$ cat src/logic/fault_clip_params.svh
// constants for the fault status and clipper register bank
`ifndef FAULT_CLIP_PARAMS_SVH
`define FAULT_CLIP_PARAMS_SVH

// ----------------------------------------
// register offsets
// ----------------------------------------
`define ADDR_FAULT_STATUS 8'h08
`define ADDR_RSVD_FIRST 8'h09
`define ADDR_RSVD_LAST 8'h0F
`define ADDR_CLIP_MID 8'h10
`define ADDR_CLIP_LOW 8'h11

// ----------------------------------------
// field positions and reset values
// ----------------------------------------
`define SCALE_MSB 5
`define SCALE_LSB 4
`define CLIP_LOW_MSB 7
`define CLIP_LOW_LSB 2
`define RST_FAULT_STATUS 8'h00
`define RST_CLIP_MID 8'h01
`define RST_CLIP_LOW 8'h04
`define CLIP_LEVEL_WIDTH 20

`endif

$ cat src/logic/fault_clip_pkg.sv
// types shared by the fault status and clipper register bank
package fault_clip_pkg;

  typedef enum logic [1:0] {
    SCALE_FULL,
    SCALE_75,
    SCALE_50,
    SCALE_25
  } oc_scale_type;

  // raw fault detector levels from the analog side
  typedef struct packed {
    logic clock_error;
    logic overcurrent_raw;
    logic dc_offset_raw;
    logic overtemp_raw;
  } fault_in_type;

  // host register access
  typedef struct packed {
    logic       wr_en;
    logic       rd_en;
    logic [7:0] addr;
    logic [7:0] wdata;
  } reg_req_type;

endpackage : fault_clip_pkg

$ cat src/logic/oc_trip_level.sv
// overcurrent trip level scaling from the two-bit scale field
`timescale 1ns/10ps
`default_nettype none
module oc_trip_level
  import fault_clip_pkg::*;
#(
  parameter int LEVEL_WIDTH = 12
) (
  input wire logic [1:0] overcurrent_limit_scale_i,
  input wire logic [LEVEL_WIDTH-1:0] nominal_level_i,
  output logic [LEVEL_WIDTH-1:0] trip_level_o
);
  // ----------------------------------------
  // scale selection
  // ----------------------------------------
  wire logic [LEVEL_WIDTH-1:0] half_w = nominal_level_i >> 1;
  wire logic [LEVEL_WIDTH-1:0] quarter_w = nominal_level_i >> 2;
  wire oc_scale_type scale_w = oc_scale_type'(overcurrent_limit_scale_i);

  // shifts avoid a multiplier; 75% is half plus quarter
  always_comb begin
    unique case (scale_w)
      SCALE_FULL: trip_level_o = nominal_level_i;
      SCALE_75: trip_level_o = half_w + quarter_w;
      SCALE_50: trip_level_o = half_w;
      SCALE_25: trip_level_o = quarter_w;
    endcase
  end
endmodule : oc_trip_level
`default_nettype wire

$ cat src/logic/fault_latch.sv
// one latching fault flag, cleared on entry to shutdown
`timescale 1ns/10ps
`default_nettype none
module fault_latch (
  input wire logic clk_i,
  input wire logic reset_n_i,
  input wire logic event_i,
  input wire logic clear_i,
  output logic flag_o
);
  logic flag_reg;
  logic flag_next;

  // set wins over clear so an event in the clearing cycle stays visible
  assign flag_next = event_i | (flag_reg & ~clear_i);

  always_ff @(posedge clk_i) begin
    if (!reset_n_i) begin
      flag_reg <= 1'b0;
    end else begin
      flag_reg <= flag_next;
    end
  end

  assign flag_o = flag_reg;
endmodule : fault_latch
`default_nettype wire

$ cat src/logic/fault_status_clip_regs.sv
// fault status, overcurrent scale and clip level register bank
`timescale 1ns/10ps
`default_nettype none
`include "fault_clip_params.svh"
module fault_status_clip_regs
  import fault_clip_pkg::*;
#(
  parameter int LEVEL_WIDTH = 12
) (
  input wire logic clk_i,
  input wire logic reset_n_i,
  input wire reg_req_type req_i,
  output logic [7:0] rdata_o,
  output logic rvalid_o,
  input wire logic speaker_shutdown_n_i,
  input wire logic shutdown_bit_i,
  input wire fault_in_type fault_i,
  input wire logic [LEVEL_WIDTH-1:0] current_level_i,
  input wire logic [LEVEL_WIDTH-1:0] nominal_level_i,
  input wire logic [5:0] clip_high_bits_i,
  output logic [`CLIP_LEVEL_WIDTH-1:0] clip_threshold_level_o,
  output logic [LEVEL_WIDTH-1:0] trip_level_o,
  output logic audio_run_o,
  output logic [3:0] fault_flags_o
);
  // ----------------------------------------
  // control registers
  // ----------------------------------------
  logic [1:0] scale_reg;
  logic [7:0] clip_mid_reg;
  logic [5:0] clip_low_reg;
  logic [1:0] clip_low_rsvd_reg;
  logic [7:0] rdata_reg;
  logic rvalid_reg;
  logic shutdown_reg;
  logic clock_error_reg;

  // address decode
  wire logic hit_fault_w = req_i.addr == `ADDR_FAULT_STATUS;
  wire logic hit_mid_w = req_i.addr == `ADDR_CLIP_MID;
  wire logic hit_low_w = req_i.addr == `ADDR_CLIP_LOW;
  wire logic wr_fault_w = req_i.wr_en & hit_fault_w;
  wire logic wr_mid_w = req_i.wr_en & hit_mid_w;
  wire logic wr_low_w = req_i.wr_en & hit_low_w;

  // shutdown from pin low or host clearing its bit
  wire logic in_shutdown_w = ~speaker_shutdown_n_i | ~shutdown_bit_i;
  wire logic enter_sd_w = in_shutdown_w & ~shutdown_reg;

  // ----------------------------------------
  // overcurrent trip compare
  // ----------------------------------------
  oc_trip_level #(
    .LEVEL_WIDTH(LEVEL_WIDTH)
  ) u_trip (
    .overcurrent_limit_scale_i(scale_reg),
    .nominal_level_i(nominal_level_i),
    .trip_level_o(trip_level_o)
  );

  wire logic oc_event_w = fault_i.overcurrent_raw | (current_level_i > trip_level_o);

  // ----------------------------------------
  // latching faults
  // ----------------------------------------
  logic oc_flag;
  logic dc_flag;
  logic ot_flag;

  fault_latch u_oc (
    .clk_i(clk_i),
    .reset_n_i(reset_n_i),
    .event_i(oc_event_w),
    .clear_i(enter_sd_w),
    .flag_o(oc_flag)
  );

  fault_latch u_dc (
    .clk_i(clk_i),
    .reset_n_i(reset_n_i),
    .event_i(fault_i.dc_offset_raw),
    .clear_i(enter_sd_w),
    .flag_o(dc_flag)
  );

  fault_latch u_ot (
    .clk_i(clk_i),
    .reset_n_i(reset_n_i),
    .event_i(fault_i.overtemp_raw),
    .clear_i(enter_sd_w),
    .flag_o(ot_flag)
  );

  // ----------------------------------------
  // register writes
  // ----------------------------------------
  // flags are not writable; only the scale field takes host data
  always_ff @(posedge clk_i) begin
    if (!reset_n_i) begin
      scale_reg <= 2'(`RST_FAULT_STATUS >> `SCALE_LSB);
    end else if (wr_fault_w) begin
      scale_reg <= req_i.wdata[`SCALE_MSB:`SCALE_LSB];
    end
  end

  always_ff @(posedge clk_i) begin
    if (!reset_n_i) begin
      clip_mid_reg <= `RST_CLIP_MID;
    end else if (wr_mid_w) begin
      clip_mid_reg <= req_i.wdata;
    end
  end

  // reserved low bits store whatever the host writes; it is told to keep zero
  always_ff @(posedge clk_i) begin
    if (!reset_n_i) begin
      clip_low_reg <= 6'(`RST_CLIP_LOW >> `CLIP_LOW_LSB);
      clip_low_rsvd_reg <= 2'(`RST_CLIP_LOW);
    end else if (wr_low_w) begin
      clip_low_reg <= req_i.wdata[`CLIP_LOW_MSB:`CLIP_LOW_LSB];
      clip_low_rsvd_reg <= req_i.wdata[1:0];
    end
  end

  // shutdown edge tracking and clock error level, both plain levels
  always_ff @(posedge clk_i) begin
    if (!reset_n_i) begin
      shutdown_reg <= 1'b1;
      clock_error_reg <= 1'b0;
    end else begin
      shutdown_reg <= in_shutdown_w;
      clock_error_reg <= fault_i.clock_error;
    end
  end

  // ----------------------------------------
  // read path
  // ----------------------------------------
  // status image: reserved top bits read zero; unmapped and reserved reads give zero
  wire logic [7:0] status_w = {2'b00, scale_reg, clock_error_reg, oc_flag, dc_flag, ot_flag};
  wire logic [7:0] low_w = {clip_low_reg, clip_low_rsvd_reg};
  wire logic [7:0] rsel_w = hit_fault_w ? status_w :
                            hit_mid_w ? clip_mid_reg :
                            hit_low_w ? low_w : 8'h00;

  always_ff @(posedge clk_i) begin
    if (!reset_n_i) begin
      rdata_reg <= 8'h00;
      rvalid_reg <= 1'b0;
    end else begin
      rdata_reg <= req_i.rd_en ? rsel_w : rdata_reg;
      rvalid_reg <= req_i.rd_en;
    end
  end

  assign rdata_o = rdata_reg;
  assign rvalid_o = rvalid_reg;

  // ----------------------------------------
  // outputs
  // ----------------------------------------
  assign clip_threshold_level_o = {clip_high_bits_i, clip_mid_reg, clip_low_reg};
  assign fault_flags_o = status_w[3:0];
  // clock faults stop audio only while present; latched ones until toggle
  assign audio_run_o = ~shutdown_reg & ~clock_error_reg
                       & ~oc_flag & ~dc_flag & ~ot_flag;
endmodule : fault_status_clip_regs
`default_nettype wire

$ cat config.mk
export PLATFORM = sky130hd
export DESIGN_NAME = fault_status_clip_regs
export DESIGN_NICKNAME = d
export VERILOG_FILES = /design/src/logic/fault_clip_pkg.sv /design/src/logic/oc_trip_level.sv /design/src/logic/fault_latch.sv /design/src/logic/fault_status_clip_regs.sv
export VERILOG_INCLUDE_DIRS = /design/src /design/src/logic
export SDC_FILE = /design/constraint.sdc
export NUM_CORES = 1
export LEC_CHECK = 0
export BUFFER_PORTS_ARGS = -buffer_cell sky130_fd_sc_hd__buf_4
export CAP_MARGIN = 20
export CELL_PAD_IN_SITES_DETAIL_PLACEMENT = 1
export CELL_PAD_IN_SITES_GLOBAL_PLACEMENT = 2
export CORE_MARGIN = 4
export CORE_UTILIZATION = 27
export DETAILED_ROUTE_END_ITERATION = 6
export GPL_TIMING_DRIVEN = 0
export PLACE_DENSITY_LB_ADDON = 0.1
export SLEW_MARGIN = 20
export SYNTH_ARGS = -nofsm -noshare
export SYNTH_HDL_FRONTEND = slang
export SYNTH_SLANG_ARGS = --single-unit
$ cat constraint.sdc
create_clock -name clk_i -period 3.4 [get_ports clk_i]
set_input_delay 0.34 -clock clk_i [delete_from_list [all_inputs] [get_ports clk_i]]
set_output_delay 0.34 -clock clk_i [all_outputs]
set_load 0.1 [all_outputs]
==> flow_summary_export.csv, run 1 <==
group,metric,value,unit
yosys,yosys-top-cells-area,"dfxtp_1 (26%), ha_1 (12%), mux2i_1 (10%)",
worst_setup_path,crit_type,"in -> reg",
yosys,ys_seq_area_share,25.7,%
grt,grt_pass1_vias,2603,
placement,gp_congestion,0.792,
yosys,synthesis.nets,371,
power,p_per_area,313,nW/um2
clock_tree,clock-sinks,32,
detailed_routing,vias,2454,
detailed_routing,wl,8230,um
die,io_pins,102,
worst_setup_path,crit_path_end_kind,"flop",
clock_tree,clk_pin_slew,0.07,ns
yosys,yosysWarningCount,0,
timing,finalCriticalPeriod,3.12,ns
placement,post-place-ws,-0.213,ns
cells_and_area,final_cells,502,
yosys,synthFlopType,"dfxtp_1",
timing,max_slew.worst_pin.slew,0.936,ns
grt,grt.overflow.total,0,
hold_path,holdCritPathClass,"in -> reg",
worst_setup_path,critical_path.max_fanout,6,
status,status,"finished clean",
timing,fmax,0.320,GHz
grt,antenna_found_initial,0,
clock_tree,ctsResizeCount,0,
power,p_leak,1.62,nW
clock_tree,clk_latency,0.29,ns
yosys,synth_cell_types,53,
die,die_h,104,um
clock_tree,tritoncts,"done",
cells_and_area,layout_common_cells,"buf_4 (105), nor2_1 (44), a21oi_1 (33), dfxtp_1 (32), mux2i_1 (25)",
timing,hold_viol,0,
yosys,syn_inst,291,
die,rows,34,
clock_tree,cts_made_buffers,5,
cells_and_area,fin_nets,473,
worst_setup_path,worstSetupStartpointType,"input port",
placement,dp_hpwl,6680,um
timing,fin_crit_sh,91.9,%
yosys,synth-seq-cells,32,
detailed_routing,routed_via_density,4.89,
die,initial_utilization,28.2,%
clock_tree,holdBufCountCts,0,
die,die_width,104,um
cells_and_area,diodes,0,
detailed_routing,first_pass_iters,4,
placement,dp.cells,494,
cells_and_area,fillers,1101,
job,cap_violations,0,
detailed_routing,routedWlPerCell,16.4,um
grt,grt_max_degree,11,
clock_tree,htree_levels,2,
timing,setup_ws,0.275,ns
cells_and_area,drive_above_1_share,34.0,%
timing,setup-violations-final,0,
timing,maxSlewHeadroom,37.5,%
timing,maxSlewViolCount,0,
yosys,async_reset_ff_share,0,%
yosys,syn_area,2490,um2
detailed_routing,drt_iter0_drc,40,
timing,fin_skew,0.00214,ns
yosys,synth_top_area_cell,"dfxtp_1",
worst_setup_path,required,3.57,ns
cells_and_area,layout_commonest_cell,"buf_4",
yosys,synth_edf_count,0,
grt,grt_first_pass_wirelength,13300,um
detailed_routing,drc,0,
die,coreArea,8850,um2
die,die_area,10800,um2
clock_tree,cts_root_buffer,"clkbuf_8",
yosys,yosysTopAreaCellShare,25.7,%
grt,track_usage,15.0,%
yosys,syn_avg_cell_area,8.56,um2
power,ir_drop,0.125,mV
detailed_routing,ant_nets,0,
worst_setup_path,cp_data_arrival_time,3.29,ns
clock_tree,clk_path_buf_depth,2,
placement,numPortBuffers,95,
clock_tree,postCtsSetupBuffers,0,
cells_and_area,area_growth,38.6,%
timing,rsz0062_at_grt,"no",
metrics by stage:
step / area [um2] / util, % / TNS, ns / hold WS [ns] / power (mW)
6_report: 3450 / 39.0 / 0 / 0.237 / 1.08
5_1_grt: 3450 / 39.0 / 0 / 0.253 / 1.14
4_1_cts: 3440 / 38.9 / 0 / 0.234 / 1.09
3_5_place_dp: 3350 / 37.9 / -0.213 / 0.470 / 0.778
3_3_place_gp: 3350 / 37.9 / -0.111 / 0.467 / 0.773
2_1_floorplan: 2510 / - / 0 / 0.402 / 0.654
layout make-up:
cell class | count | area [um2] | share of cell area, %
Sequential cell | 32 | 641 | 18.5
Timing Repair Buffer | 95 | 713 | 20.6
Clock buffer | 8 | 90.1 | 2.61
Tap cell | 108 | 135 | 3.91
Inverter | 15 | 56.3 | 1.63
Buffer | 20 | 139 | 4.02
Multi-Input combinational cell | 224 | 1680 | 48.6
cell usage after synthesis (all sizes together) (3+ instances only):
master  number
nor2        45
a21oi       34
dfxtp       32
mux2i       25
ha          23
buf         15
inv         14
nand2       13
o21ai        8
nand2b       7
and2         5
clkbuf       5
mux2         5
xnor2        5
a21o         4
nand3        4
o21bai       4
xor2         4
mux4         3
nand4        3
nor2b        3
nor3b        3
where the power goes:
| part | leakage [nW] | internal, mW | switching (mW) |
|---|---|---|---|
| logic | 1.32 | 0.139 | 0.244 |
| registers | 0.260 | 0.380 | 0.00546 |
| clock network | 0.0455 | 0.165 | 0.148 |
layer usage:
metal  track usage [%]  up-vias  part of all wire (%)
li1                  -     1227                     -
met1              20.2     1155                    48
met2              24.4       62                    46
met3              3.48       10                   4.5
met4              3.61        0                   1.3
met5                 0        -                     0
kinds of logic after synthesis:
kind of cell             Yosys count  share of synthesized area [%]
multiplexers                      33                           15.0
adder cells (fa/ha/maj)           24                           12.3
AO/OA/AOI/OAI                     69                           17.1
flip-flops                        32                           25.7
buffers and inverters             35                           7.83
AND/OR/NAND/NOR                   89                           18.8
XOR/XNOR                           9                           3.16
final timing paths:
path / start / to / slack [ns] / depth (start not counted)
worst max-delay path: nominal_level_i[2] / u_oc.flag_o$_SDFF_PN0_ / 0.28 / 15
worst min register to register: rdata_o[6]$_SDFFE_PN0P_ / rdata_o[6]$_SDFFE_PN0P_ / 0.48 / 2
worst min-delay path: shutdown_bit_i / shutdown_reg$_SDFF_PN1_ / 0.24 / 2
worst max register to register: scale_reg[1]$_SDFFE_PN0P_ / u_oc.flag_o$_SDFF_PN0_ / 0.60 / 11
critical path: stages:
cell	delay (ns)
buf_4	0.14
ha_1	0.21
fa_1	0.40
a21oi_1	0.28
o21ai_0	0.19
a21oi_2	0.25
o21bai_1	0.10
xor2_1	0.17
a221oi_2	0.34
ha_1	0.30
o21a_1	0.17
nor2_1	0.08
o21ai_0	0.08
o311ai_0	0.12
o22ai_1	0.10
No activity file was read; power rests on OpenSTA's default activity.
==> inputs of run 2 (changes only) <==
clock period = 3.3 ns   (was 3.4 ns; I/O delays follow)
==> flow_summary_export.csv, run 2 (synthesized netlist as in run 1, its figures left out) <==
group,metric,value,unit
clock_tree,postCtsSetupBuffers,0,
die,rows,34,
detailed_routing,drt_iter0_drc,42,
timing,setup-violations-final,0,
die,coreArea,8850,um2
detailed_routing,drc,0,
grt,track_usage,15.0,%
power,p_leak,1.62,nW
grt,grt_pass1_vias,2603,
worst_setup_path,crit_chain,"buf_4 -> ha_1 -> fa_1 -> a21oi_2 -> o21ai_0 -> a21oi_2 -> o21bai_1 -> xor2_1 -> a221oi_2 -> ha_1 -> o21a_1 -> nor2_1 -> o21ai_0 -> o311ai_0 -> o22ai_1",
timing,setup_ws,0.281,ns
timing,finalCriticalPeriod,3.02,ns
power,p_per_area,323,nW/um2
worst_setup_path,critPathSlowestCell,"fa_1",
worst_setup_path,max_stage_delay,0.42,ns
worst_setup_path,critical_path.max_fanout,6,
worst_setup_path,worstSetupStartpointType,"input port",
cells_and_area,fin_area,3460,um2
clock_tree,tritoncts,"done",
power,ir_drop,0.129,mV
worst_setup_path,crit_type,"in -> reg",
timing,rsz0062_at_grt,"no",
job,cap_violations,0,
clock_tree,cts_root_buffer,"clkbuf_8",
cells_and_area,layout_commonest_cell,"buf_4",
detailed_routing,ant_nets,0,
grt,met3_usage,3.48,%
status,status,"finished clean",
cells_and_area,area_growth,38.8,%
die,initial_utilization,28.2,%
placement,place_area,3350,um2
grt,grt.busiest_layer,"met2",
detailed_routing,first_pass_iters,4,
clock_tree,clock-sinks,32,
worst_setup_path,rr_startpoint,"scale_reg[1]$_SDFFE_PN0P_",
hold_path,holdCritPathClass,"in -> reg",
die,die_width,104,um
timing,fin_crit_sh,91.5,%
grt,globalRouteMet2Util,24.4,%
worst_setup_path,cp_data_arrival_time,3.18,ns
clock_tree,clk_latency,0.29,ns
clock_tree,holdBufCountCts,0,
placement,post-place-ws,-0.303,ns
clock_tree,cts_made_buffers,5,
die,io_pins,102,
detailed_routing,routedWlPerCell,16.4,um
timing,maxSlewViolCount,0,
cells_and_area,diodes,0,
cells_and_area,fillers,1101,
grt,antenna_found_initial,0,
placement,numPortBuffers,95,
clock_tree,htree_levels,2,
detailed_routing,wl,8210,um
grt,grt_max_degree,11,
placement,gp_congestion,0.792,
hold_path,hp-start,"shutdown_bit_i",
grt,grt.met1_usage,20.2,%
grt,grt_first_pass_wirelength,13300,um
detailed_routing,routed_via_density,4.87,
timing,hold_viol,0,
placement,dp_hpwl,6680,um
timing,fmax,0.331,GHz
clock_tree,ctsResizeCount,0,
timing,maxSlewHeadroom,37.5,%
die,die_h,104,um
cells_and_area,drive_above_1_share,34.3,%
grt,grt.overflow.total,0,
worst_setup_path,required,3.47,ns
die,die_area,10800,um2
cells_and_area,layout_common_cells,"buf_4 (105), nor2_1 (44), a21oi_1 (32), dfxtp_1 (32), mux2i_1 (25)",
cells_and_area,fin_nets,473,
worst_setup_path,crit_start,"nominal_level_i[2]",
detailed_routing,vias,2446,
timing,max_slew.worst_pin.slew,0.936,ns
clock_tree,clk_path_buf_depth,2,
worst_setup_path,crit_path_end_kind,"flop",
clock_tree,clk_pin_slew,0.07,ns
timing,fin_skew,0.00214,ns
[run 2: cell counts in the layout (fill, tap and decap cells not counted)]
No cell type changed its count.
[run 2: final timing paths]
kind | to | slack (ns) | depth (start not counted)
max | u_oc.flag_o$_SDFF_PN0_ | 0.28 | 15
max reg2reg | u_oc.flag_o$_SDFF_PN0_ | 0.54 | 11
min | shutdown_reg$_SDFF_PN1_ | 0.23 | 2
min reg2reg | rdata_o[6]$_SDFFE_PN0P_ | 0.48 | 2
[run 2: routing by layer]
| metal | up-vias | part of all wire (%) |
|---|---|---|
| li1 | 1227 | - |
| met1 | 1149 | 48 |
| met2 | 60 | 46 |
| met3 | 10 | 4.5 |
| met4 | 0 | 1.3 |
| met5 | - | 0 |
[run 2: cell type report]
type                    instances  area [um2]  area share, %
well taps                     108         135           3.91
inverters                      15        56.3           1.63
plain buffers                  20         139           4.02
clock buffers                   8        90.1           2.60
multi-input cells             224        1680           48.7
flip-flops and latches         32         641           18.5
repair buffers                 95         713           20.6
[run 2: stage by stage]
stage	power [mW]	utilization [%]	setup TNS, ns	hold WS, ns	cells
after CTS	1.13	38.9	0	0.224	502
after global routing	1.18	39.1	0	0.243	502
final	1.12	39.1	0	0.227	502
after global placement	0.797	37.9	-0.201	0.467	494
after floorplan	0.674	-	0	0.392	291
after detailed placement	0.801	37.9	-0.303	0.470	494
[run 2: report_power, final]
group          switching, mW  internal, mW
clock                  0.152         0.170
sequential           0.00563         0.392
combinational          0.252         0.144
total                  0.410         0.706
[run 2: worst max-delay path, delay by kind of cell]
kind                       cells  cell delay [ns]
xor gates and xnor gates       1             0.17
buffers and inverters          1             0.14
AOI/OAI and AO/OA              9             1.52
adders and majority gates      3             0.93
and+or+nand+nor                1             0.08
